--- config.mk ---
export PLATFORM = sky130hd
export DESIGN_NAME = rac_regbank
export DESIGN_NICKNAME = d
export VERILOG_FILES = /design/src/inc/rac_pkg.sv /design/src/hdl/rac_setclr.sv /design/src/hdl/rac_regbank.sv
export SDC_FILE = /design/constraint.sdc
export NUM_CORES = 1
export LEC_CHECK = 0
export BUFFER_PORTS_ARGS = -buffer_cell sky130_fd_sc_hd__buf_4
export CAP_MARGIN = 20
export CORE_MARGIN = 3
export CORE_UTILIZATION = 44
export DETAILED_ROUTE_END_ITERATION = 10
export MAX_ROUTING_LAYER = met4
export PLACE_DENSITY = 0.73
export SKIP_LAST_GASP = 1
export SYNTH_ARGS = -nofsm -noshare
export SYNTH_HDL_FRONTEND = slang
export SYNTH_SLANG_ARGS = --single-unit
--- constraint.sdc ---
create_clock -name clk_sys_i -period 1.56 [get_ports clk_sys_i]
set_input_delay 0.156 -clock clk_sys_i [delete_from_list [all_inputs] [get_ports clk_sys_i]]
set_output_delay 0.156 -clock clk_sys_i [all_outputs]
set_load 0.05 [all_outputs]
--- src/inc/rac_pkg.sv ---
// Purpose: shared constants and carriers for the register access conventions block
// Assumes: 8-bit registers, one system clock at 50 MHz
// Notes: map and reset values are a small example register bank
package rac_pkg;

    localparam int RAC_DW = 8;
    localparam int RAC_AW = 3;

    // register offsets
    localparam logic [2:0] RAC_OFS_CTRL = 3'h0;  // read-write with a reserved field
    localparam logic [2:0] RAC_OFS_STATUS = 3'h1;  // read-only
    localparam logic [2:0] RAC_OFS_CMD = 3'h2;  // write-only
    localparam logic [2:0] RAC_OFS_OUT = 3'h3;  // shared value, plain view
    localparam logic [2:0] RAC_OFS_OUT_SET = 3'h4;
    localparam logic [2:0] RAC_OFS_OUT_CLR = 3'h5;  // clear_alias_register
    localparam logic [2:0] RAC_OFS_DBGCTRL = 3'h6;  // debug control, kept on soft reset

    // implemented-bit masks; zeros are reserved positions
    localparam logic [7:0] RAC_MASK_CTRL = 8'h3f;
    localparam logic [7:0] RAC_MASK_CMD = 8'h03;
    localparam logic [7:0] RAC_MASK_DBG = 8'h01;

    // ctrl field layout: mode in [5:4], enable in [0]
    localparam int RAC_CTRL_MODE_LSB = 4;
    localparam int RAC_CTRL_EN_BIT = 0;
    localparam logic [1:0] RAC_MODE_RSVD = 2'h3;  // reserved encoding

    // cmd field layout: soft reset bit
    localparam int RAC_CMD_SWRST_BIT = 0;

    // reset values
    localparam logic [7:0] RAC_RST_CTRL = 8'h00;
    localparam logic [7:0] RAC_RST_OUT = 8'h00;
    localparam logic [7:0] RAC_RST_DBG = 8'h00;
    localparam logic [7:0] RAC_RST_CMD = 8'h00;

    typedef struct packed {
        logic wr;
        logic rd;
        logic [2:0] addr;
        logic [7:0] wdata;
    } rac_req_s;

endpackage : rac_pkg

--- src/hdl/rac_setclr.sv ---
// Purpose: one register shared by a set alias and a clear alias
// Assumes: synchronous reset, both aliases may be written in one cycle
// Notes: clear wins over set for a bit written one through both
`timescale 1ns/1ps
module rac_setclr (
    input wire logic clk_sys_i,
    input wire logic sys_rst_i,
    input wire logic soft_rst_i,
    input wire logic wr_i,
    input wire logic [7:0] wr_data_i,
    input wire logic set_i,
    input wire logic clr_i,
    input wire logic [7:0] set_mask_i,
    input wire logic [7:0] clr_mask_i,
    output logic [7:0] value_o
);
    import rac_pkg::*;

    logic [7:0] set_bits;
    logic [7:0] clr_bits;
    logic [7:0] next_value;

    // zeros through either alias leave bits alone; clear applied last wins
    // each alias carries its own data, so a same-cycle pair keeps both masks
    assign set_bits = set_i ? set_mask_i : 8'h00; // RULE_08 RULE_12
    assign clr_bits = clr_i ? clr_mask_i : 8'h00; // RULE_07 RULE_12
    assign next_value = ((wr_i ? wr_data_i : value_o) | set_bits) & ~clr_bits; // RULE_10

    // one register, so both aliases always see the same value
    always_ff @(posedge clk_sys_i) begin
        if (sys_rst_i || soft_rst_i) begin
            value_o <= RAC_RST_OUT; // RULE_11
        end else begin
            value_o <= next_value;
        end
    end

endmodule : rac_setclr

--- src/hdl/rac_regbank.sv ---
// Purpose: example register bank keeping the common access conventions
// Assumes: one-cycle read latency, requests synchronous to clk_sys_i
// Notes: reserved bits drop on write and read as zero
`timescale 1ns/1ps

// Behaviour
// RULE_01 - read-write bits return last written value and accept writes
// RULE_02 - read-only bits ignore every software write
// RULE_03 - write-only bits accept writes; reads return an undefined value
// RULE_04 - reserved bit positions always read back as zero
// RULE_05 - software writes zero into reserved bit positions
// RULE_06 - no reserved encoding written by software or shown by read-only field
// RULE_07 - one written to clear alias clears shared bit in both views
// RULE_08 - one written to set alias sets shared bit in both views
// RULE_09 - both aliases read the same current value
// RULE_10 - simultaneous set and clear of a bit: clear wins
// RULE_11 - power reset loads reset values; soft reset too, except debug control
// RULE_12 - zeros written through either alias leave bits unchanged
module rac_regbank (
    input wire logic clk_sys_i,
    input wire logic sys_rst_i,
    input wire rac_pkg::rac_req_s req_i,
    input wire logic set_wr_i,
    input wire logic [7:0] set_data_i,
    input wire logic [7:0] status_i,
    output logic [7:0] rdata_o,
    output logic rvalid_o,
    output logic [7:0] ctrl_o,
    output logic [7:0] out_o,
    output logic [7:0] dbg_o,
    output logic cmd_pulse_o
);
    import rac_pkg::*;

    logic [7:0] ctrl;
    logic [7:0] dbg;
    logic [7:0] status;
    logic soft_rst;
    logic [7:0] out_value;
    logic [7:0] next_ctrl;
    logic [7:0] read_mux;
    logic [1:0] wr_mode;
    logic [1:0] status_mode;
    logic wr_ctrl;
    logic wr_dbg;
    logic wr_cmd;
    logic wr_out;
    logic wr_clr;
    logic wr_set;
    logic any_set;
    logic [7:0] side_set_mask;
    logic [7:0] bus_set_mask;
    logic [7:0] set_mask;
    logic [7:0] clr_mask;

    // map of this bank, one byte per offset:
    //   0 control, read-write, mode field, enable bit and plain bits 3:1, bits 7:6 reserved
    //   1 status, read-only view of a live source
    //   2 command, write-only, bit 0 starts a soft reset
    //   3 shared output value, plain read-write view
    //   4 set alias of the shared value
    //   5 clear alias of the shared value
    //   6 debug control, one implemented bit, kept over soft reset
    //   7 unmapped, reads zero and drops writes
    // hazards kept in mind:
    //   reserved bits are masked on the way in, and for debug control also on the way out,
    //   so a stray one in the write data can never be seen again
    //   the alias pair shares a single flop set, so the two views
    //   cannot drift apart even for one cycle
    //   a side-port set strobe may meet a bus clear in the same cycle;
    //   the clear is applied last so it takes precedence
    //   write-only reads give zero here, but software must not rely on it

    // write strobe for one offset; shared by every decode below
    function automatic logic addr_hit(input rac_req_s req, input logic [2:0] ofs);
        logic hit;
        hit = req.wr && (req.addr == ofs);
        return hit;
    endfunction : addr_hit

    // address decode
    assign wr_ctrl = addr_hit(req_i, RAC_OFS_CTRL);
    assign wr_dbg = addr_hit(req_i, RAC_OFS_DBGCTRL);
    assign wr_cmd = addr_hit(req_i, RAC_OFS_CMD);
    assign wr_out = addr_hit(req_i, RAC_OFS_OUT);
    assign wr_clr = addr_hit(req_i, RAC_OFS_OUT_CLR);
    assign wr_set = addr_hit(req_i, RAC_OFS_OUT_SET);
    // set alias may arrive on the side port in the same cycle as a clear write
    assign any_set = set_wr_i || wr_set;

    // alias masks: ones in the data select bits, zeros leave them alone
    assign side_set_mask = set_wr_i ? set_data_i : 8'h00; // RULE_08
    assign bus_set_mask = wr_set ? req_i.wdata : 8'h00; // RULE_08
    assign set_mask = side_set_mask | bus_set_mask; // RULE_12
    assign clr_mask = wr_clr ? req_i.wdata : 8'h00; // RULE_07

    // a reserved mode encoding is refused; the field keeps its old value
    assign wr_mode = req_i.wdata[RAC_CTRL_MODE_LSB +: 2];
    assign next_ctrl = (wr_mode == RAC_MODE_RSVD)
        ? ((req_i.wdata & RAC_MASK_CTRL & ~8'h30) | (ctrl & 8'h30)) // RULE_06
        : (req_i.wdata & RAC_MASK_CTRL); // RULE_01 RULE_04

    // soft reset is a self-clearing write-only command bit
    assign soft_rst = wr_cmd && req_i.wdata[RAC_CMD_SWRST_BIT]; // RULE_03

    // read-only status: never shows the reserved mode encoding
    assign status_mode = (status_i[5:4] == RAC_MODE_RSVD) ? 2'h0 : status_i[5:4]; // RULE_06
    assign status = {status_i[7:6], status_mode, status_i[3:0]}; // RULE_02

    // read mux: set and clear aliases both show the shared value
    always_comb begin
        unique case (req_i.addr)
            RAC_OFS_CTRL: read_mux = ctrl;
            RAC_OFS_STATUS: read_mux = status;
            RAC_OFS_CMD: read_mux = 8'h00; // RULE_03
            RAC_OFS_OUT, RAC_OFS_OUT_SET, RAC_OFS_OUT_CLR: read_mux = out_value; // RULE_09
            RAC_OFS_DBGCTRL: read_mux = dbg & RAC_MASK_DBG; // RULE_04
            default: read_mux = 8'h00; // RULE_04
        endcase
    end

    // shared set/clear register
    rac_setclr u_out (
        .clk_sys_i(clk_sys_i),
        .sys_rst_i(sys_rst_i),
        .soft_rst_i(soft_rst),
        .wr_i(wr_out),
        .wr_data_i(req_i.wdata),
        .set_i(any_set),
        .clr_i(wr_clr),
        .set_mask_i(set_mask),
        .clr_mask_i(clr_mask),
        .value_o(out_value)
    );

    // control register: soft reset restores it
    always_ff @(posedge clk_sys_i) begin
        if (sys_rst_i || soft_rst) begin
            ctrl <= RAC_RST_CTRL; // RULE_11
        end else if (wr_ctrl) begin
            ctrl <= next_ctrl; // RULE_01
        end
    end

    // debug control survives a soft reset, only power reset clears it
    always_ff @(posedge clk_sys_i) begin
        if (sys_rst_i) begin
            dbg <= RAC_RST_DBG; // RULE_11
        end else if (wr_dbg) begin
            dbg <= req_i.wdata & RAC_MASK_DBG; // RULE_04
        end
    end

    // registered read data and outputs
    always_ff @(posedge clk_sys_i) begin
        if (sys_rst_i) begin
            rdata_o <= 8'h00;
            rvalid_o <= 1'b0;
            cmd_pulse_o <= 1'b0;
        end else begin
            rdata_o <= req_i.rd ? read_mux : 8'h00;
            rvalid_o <= req_i.rd;
            cmd_pulse_o <= soft_rst;
        end
    end

    // mirrored outputs from flip-flops
    always_ff @(posedge clk_sys_i) begin
        if (sys_rst_i) begin
            ctrl_o <= RAC_RST_CTRL;
            out_o <= RAC_RST_OUT;
            dbg_o <= RAC_RST_DBG;
        end else begin
            ctrl_o <= ctrl;
            out_o <= out_value;
            dbg_o <= dbg;
        end
    end

endmodule : rac_regbank

==> run_results.csv, run 1 <==
group,metric,value,unit
run_status,status,"finished clean",
global_route,antenna_found_initial,0,
job,drv_cap,0,
global_route,grt_pass1_vias,1322,
route,wl_met2,1840,um
route,viasPerCell,5.15,
die,die_w,69.0,um
timing,setup_tns,0,ns
yosys,ys_warn_count,0,
clock_tree,clockRootBuffer,"clkbuf_8",
timing,fmax,0.896,GHz
worst_setup_path,required,1.77,ns
yosys,synth_area_per_cell,9.75,um^2
power_and_ir_drop,p_sw_share,27.6,%
power_and_ir_drop,p_per_area,939,nW/um^2
worst_setup_path,crit_arrival,1.33,ns
finish,regArea,801,um^2
clock_tree,cts_hold_buf,0,
timing,grt_setup_unrepaired,"false",
die,io_pins,66,
die,die_h,69.0,um
finish,drive_above_1_share,31.6,%
finish,fin_cells,282,
finish,multi_input_area,827,um^2
clock_tree,clkTransAtPathRegs,0.07,ns
route,routed_wl,4020,um
worst_setup_path,critPathCaptureType,"register",
power_and_ir_drop,leakage,0.000968,uW
timing,finalCriticalPeriod,1.12,ns
die,core-area,3740,um^2
global_route,track_usage,18.4,%
yosys,ys_seq_area_share,45.9,%
yosys,synthSimpleGateAreaFrac,21.4,%
power_and_ir_drop,power.share.clock,29.7,%
yosys,async_flop_share,0,%
power_and_ir_drop,p_sw,578,uW
worst_setup_path,cpPeakStageDelay,0.35,ns
yosys,ys_top_cells_by_area,"dfxtp_1 46%, nor2b_1 6.5%, a22oi_1 4.3%",
worst_setup_path,startpoint,"ctrl[0]",
power_and_ir_drop,combPwrFrac,18.3,%
clock_tree,cts.htree.levels,2,
clock_tree,cts_resized,0,
place,place_area,2150,um^2
place,io_buffer_count,56,
worst_setup_path,crit_path_cell_trace,"or3b_1 -> a21o_1 -> a21oi_1",
route,vias,1453,
finish,final_cell_mix,"60 x buf_4, 40 x dfxtp_1, 18 x nor2b_1",
finish,n_antenna_cell,0,
finish,nNetsFinal,266,
timing,slew_violations,0,
worst_setup_path,critPathKind,"reg -> reg",
route,dr_wl_met3,295,um
yosys,ys_seq_elements,40,
yosys,synth_enable_flop_cells,0,
yosys,synth.top_cell.area_share,45.9,%
yosys,synth_top_family_by_area,"simple AND/OR/NAND/NOR gates",
yosys,yosys.area_share.adder,0,%
route,firstDrtPassIters,4,
die,dieArea,4760,um^2
timing,finalSetupViolCount,0,
place,gp_congestion,0.802,
yosys,postSynthCellCount,179,
min_path,hold_class,"in -> reg",
global_route,grt_pass1_wl,6220,um
global_route,grt_overflow,0,
clock_tree,cts_tree,"done",
power_and_ir_drop,seqPwrFrac,52.0,%
route,wl_met1,1800,um
place,dpl.hpwl,3030,um
worst_setup_path,cpMaxStageDelayCell,"or3b_1",
yosys,synth_xor_area_share,0.502,%
finish,n_fill_cell,354,
route,wire_per_inst,14.2,um
clock_tree,numCtsBuffers,5,
clock_tree,cts_setup_buffers,0,
clock_tree,clock-sinks,40,
yosys,synthFlopType,"dfxtp_1",
global_route,grt_start_max_net_pins,22,
power_and_ir_drop,peakVddDrop,0.448,mV
finish,syn2layout_area_growth,27.8,%
route,top_layer,"met4",
clock_tree,clock_latency,0.29,ns
die,fp-row-count,22,
worst_setup_path,startpoint_type,"register",
worst_setup_path,worstReg2RegStart,"ctrl[0]",
clock_tree,clk_path_buf_depth,2,
timing,min_period_over_period,71.5,%
die,start_util,46.6,%
route,post-route-drc-count,0,
yosys,synthMuxAreaShare,6.09,%
timing,hold_violations,0,
yosys,yosysUniqueCellTypes,37,
worst_setup_path,crit_fanout,3,
route,drt_iter0_markers,48,
timing,skew,0.00543,ns
finish,final_common_cell,"buf_4",
power_and_ir_drop,p_int,1520,uW
min_path,hp-start,"req_i[7]",
route,ant_nets,0,
yosys,syn_area,1750,um^2
finish,fin_area,2230,um^2
yosys,synth-compound-area-share,17.5,%
yosys,yosys.area.top_type,"dfxtp_1",
place,dp_cells,275,
## synth_stat cells (3+ instances only)
cell / n
a21oi_1: 7
buf_4: 10
mux2i_1: 5
a221oi_1: 6
nor2_1: 8
nor2b_1: 18
a22oi_1: 10
a211oi_1: 4
o21ai_0: 7
nand3b_1: 4
nand2b_1: 3
a31oi_1: 3
inv_1: 4
nand2_1: 10
dfxtp_1: 40
clkbuf_1: 3
buf_2: 4
and3b_1: 3
mux2_2: 5
## path summary, 6_finish.rpt
kind | end | cells after the start | slack (ns)
hold / removal | u_out.value_o[7] | 2 | 0.06
setup reg to reg | rdata_o[0] | 3 | 0.44
hold reg to reg | ctrl_o[0] | 1 | 0.48
setup / recovery | rdata_o[0] | 3 | 0.44
## logic make-up (layout without fill, tap and decap cells)
| logic type | after synthesis | in the layout |
|---|---|---|
| simple gates | 59 | 59 |
| compound gates | 44 | 44 |
| flops | 40 | 40 |
| buf+inv | 24 | 71 |
| mux | 10 | 10 |
| other cells | 1 | 9 |
| xor+xnor | 1 | 1 |
## layout make-up
| cell class | count | share of cell area [%] |
|---|---|---|
| Sequential cell | 40 | 35.9 |
| Timing Repair Buffer | 60 | 20.2 |
| Multi-Input combinational cell | 123 | 37.1 |
| Clock buffer | 6 | 3.25 |
| Inverter | 4 | 0.673 |
| Tap cell | 48 | 2.69 |
| Clock inverter | 1 | 0.224 |
## layer usage
| layer | vias up | global-route usage (%) |
|---|---|---|
| met5 | - | - |
| met4 | 0 | 8.76 |
| met3 | 8 | 3.08 |
| met2 | 56 | 28.6 |
| met1 | 665 | 23.2 |
| li1 | 724 | - |
## metrics by stage
stage	total power [uW]	util, %	setup slack [ns]	hold slack (ns)
3_5_place_dp	1490	57.5	0.239	0.359
3_3_place_gp	1490	57.5	0.273	0.358
2_1_floorplan	1380	-	0.351	0.263
4_1_cts	2110	59.6	0.457	0.0485
6_report	2090	59.6	0.444	0.0565
5_1_grt	2170	59.6	0.395	0.0571
## registers in the layout, summed over array words and instances, names as in the netlist
name	cells
ctrl	6
rdata_o	8
rvalid_o	1
u_out.value_o	8
dbg_o	1
ctrl_o	6
cmd_pulse_o	1
dbg	1
out_o	8
## power by group through the flow
stage                     Clock, uW  Combinational, uW  Sequential (uW)
after floorplan                   0                211             1170
after global placement            0                378             1110
after detailed placement          0                383             1110
after CTS                       642                384             1090
after global routing            668                411             1090
final                           622                383             1090
## worst max-delay path: cells and delay by family (launching register included)
kind	cells	cell delay (ns)
AND/OR/NAND/NOR	1	0.35
AO/OA/AOI/OAI	2	0.36
flip-flops	1	0.34
Power figures use the tool's default switching activity.
==> run 2: changes to the inputs <==
--- a/config.mk
+++ b/config.mk
@@ -8,10 +8,10 @@
 export BUFFER_PORTS_ARGS = -buffer_cell sky130_fd_sc_hd__buf_4
 export CAP_MARGIN = 20
 export CORE_MARGIN = 3
-export CORE_UTILIZATION = 44
+export CORE_UTILIZATION = 43
 export DETAILED_ROUTE_END_ITERATION = 10
 export MAX_ROUTING_LAYER = met4
-export PLACE_DENSITY = 0.73
+export PLACE_DENSITY = 0.74
 export SKIP_LAST_GASP = 1
 export SYNTH_ARGS = -nofsm -noshare
 export SYNTH_HDL_FRONTEND = slang
==> constraint.sdc (replaced) <==
create_clock -name clk_sys_i -period 1 [get_ports clk_sys_i]
set_input_delay 0.1 -clock clk_sys_i [delete_from_list [all_inputs] [get_ports clk_sys_i]]
set_output_delay 0.1 -clock clk_sys_i [all_outputs]
set_load 0.05 [all_outputs]
==> run 2 against run 1 <==
Net effect:
- largest power group unchanged
- the run now ends with negative setup slack left
- setup slack got worse by 0.45 ns
- critical path type unchanged
- flip-flop and latch count is the same
- core utilization up 4.8 points
- clock skew is 0.00078 ns lower
- sequential power rose by 56%
- final area is 9.6% higher
- highest routed layer unchanged
==> run_results.csv, run 2 (synthesis results as in run 1) <==
group,metric,value,unit
die,core-area,3800,um^2
min_path,hold_depth,2,
power_and_ir_drop,p_int,2510,uW
power_and_ir_drop,combPwrFrac,19.5,%
timing,min_period_over_period,101,%
place,io_buffer_count,56,
route,wire_per_inst,13.7,um
worst_setup_path,required,1.23,ns
timing,finalSetupViolCount,1,
global_route,grt_start_max_net_pins,12,
worst_setup_path,crit_arrival,1.24,ns
finish,final_common_cell,"buf_4",
run_status,status,"finished, violations left",
power_and_ir_drop,p_sw_share,27.1,%
global_route,grt_overflow,0,
timing,hold_violations,0,
die,fp-row-count,22,
route,post-route-drc-count,0,
finish,fin_util,64.4,%
global_route,antenna_found_initial,0,
timing,finalCriticalPeriod,1.01,ns
route,routed_wl,4170,um
clock_tree,numCtsBuffers,5,
clock_tree,clock-sinks,40,
finish,drive_above_1_share,38.9,%
finish,n_antenna_cell,0,
route,drt_iter0_markers,88,
clock_tree,cts.htree.levels,2,
finish,fin_area,2440,um^2
power_and_ir_drop,power.share.clock,31.1,%
route,vias,1544,
run_status,failed_checks,"negative setup slack",
power_and_ir_drop,seqPwrFrac,49.3,%
power_and_ir_drop,leakage,0.00109,uW
place,dpl.hpwl,3320,um
finish,syn2layout_area_growth,40.1,%
route,viasPerCell,5.06,
clock_tree,clkTransAtPathRegs,0.07,ns
die,die_w,69.7,um
die,dieArea,4860,um^2
clock_tree,clock_latency,0.29,ns
die,die_h,69.7,um
finish,nNetsFinal,288,
worst_setup_path,worstReg2RegEnd,"rdata_o[0]",
place,gp_congestion,0.869,
finish,final_cell_mix,"80 x buf_4, 38 x dfxtp_1, 18 x nor2b_1",
timing,slew_violations,0,
die,start_util,45.9,%
place,place_area,2330,um^2
timing,fmax,0.990,GHz
clock_tree,clockRootBuffer,"clkbuf_8",
min_path,min_to,"u_out.value_o[3]",
worst_setup_path,critPathCaptureType,"register",
global_route,grt_pass1_vias,1443,
power_and_ir_drop,p_per_area,1410,nW/um^2
job,drv_cap,0,
min_path,hold_class,"in -> reg",
worst_setup_path,cp_num_buf_inv,0,
worst_setup_path,crit_fanout,2,
global_route,grt_pass1_wl,6740,um
timing,fin_ws,-0.00984,ns
worst_setup_path,cpPeakStageDelay,0.34,ns
clock_tree,cts_tree,"done",
worst_setup_path,worstReg2RegStart,"ctrl[0]",
timing,skew,0.00465,ns
worst_setup_path,reg2regPathDepth,3,
timing,grt_setup_unrepaired,"true",
finish,largestRegisters,"out_o: 8 flops, rdata_o: 8 flops, u_out.value_o: 8 flops",
worst_setup_path,critPathKind,"reg -> reg",
worst_setup_path,crit_path_cell_trace,"or3b_1 -> a21o_1 -> a21oi_2",
route,firstDrtPassIters,4,
route,ant_nets,0,
power_and_ir_drop,peakVddDrop,0.722,mV
min_path,hp-start,"req_i[3]",
worst_setup_path,worst-path-stages,3,
power_and_ir_drop,p_sw,934,uW
clock_tree,clk_path_buf_depth,2,
global_route,track_usage,17.9,%
worst_setup_path,cpMaxStageDelayCell,"dfxtp_2",
die,io_pins,66,
worst_setup_path,startpoint_type,"register",
worst_setup_path,crit_family,"flip-flops",
worst_setup_path,rrSetupSlack,-0.01,ns
[run 2: cell count changes in the layout (fill, tap and decap cells not counted), sizes merged]
cell         previous run  this run
dlygate4sd3             0         1
clkinv                  1         0
clkbuf                  6         8
buf                    60        81
[run 2: layer usage]
| metal | vias up | part of all wire (%) | global-route usage [%] |
|---|---|---|---|
| met4 | 0 | 1.4 | 5.11 |
| met1 | 705 | 46 | 24.4 |
| met5 | - | 0 | - |
| met2 | 62 | 45 | 26.2 |
| met3 | 6 | 8.3 | 4.93 |
| li1 | 771 | - | - |
[run 2: worst max-delay path by stage]
stage	start	endpoint	slack (ns)
2_1_floorplan	req_i[9]	ctrl[4]	-0.09
6_report	ctrl[0]	rdata_o[0]	-0.01
3_3_place_gp	req_i[10]	ctrl[4]	-0.17
3_5_place_dp	req_i[10]	ctrl[0]	-0.18
4_1_cts	ctrl[0]	rdata_o[0]	0.003
5_1_grt	ctrl[0]	rdata_o[0]	-0.05
[run 2: power by group through the flow]
stage          sequential, uW  combinational (uW)  clock (uW)
6_report                 1700                 673        1070
5_1_grt                  1710                 721        1160
4_1_cts                  1700                 672        1100
3_5_place_dp             1730                 664           0
3_3_place_gp             1730                 657           0
2_1_floorplan            1830                 339           0
[run 2: layout make-up]
class,instances,area [um^2]
fill,321,1350
multi-input combinational,123,846
sequential,40,803
timing repair buffer,82,631
clock buffer,8,90.1
tap,48,60.1
inverter,4,15.0
[run 2: timing repair]
action | 4_1_cts | 5_1_grt
hold buffers | 1 | 0
pin swaps | 1 | 0
setup endpoints to repair | 1 | 3
gates resized for setup | 1 | 3
gates cloned | 0 | 0
endpoints found under the hold margin | 1 | 0
setup buffers | 1 | 0
[run 2: per-stage QoR]
stage	hold slack, ns	TNS [ns]	setup slack (ns)	power, uW	instances
finish	0.00514	-0.00984	-0.00984	3450	305
global route	0.0233	-0.0547	-0.0547	3580	305
CTS	0.00521	0	0.00332	3470	305
detailed placement	0.306	-2.63	-0.185	2400	295
global placement	0.302	-2.27	-0.169	2390	295
floorplan	0.205	-0.880	-0.0934	2170	187
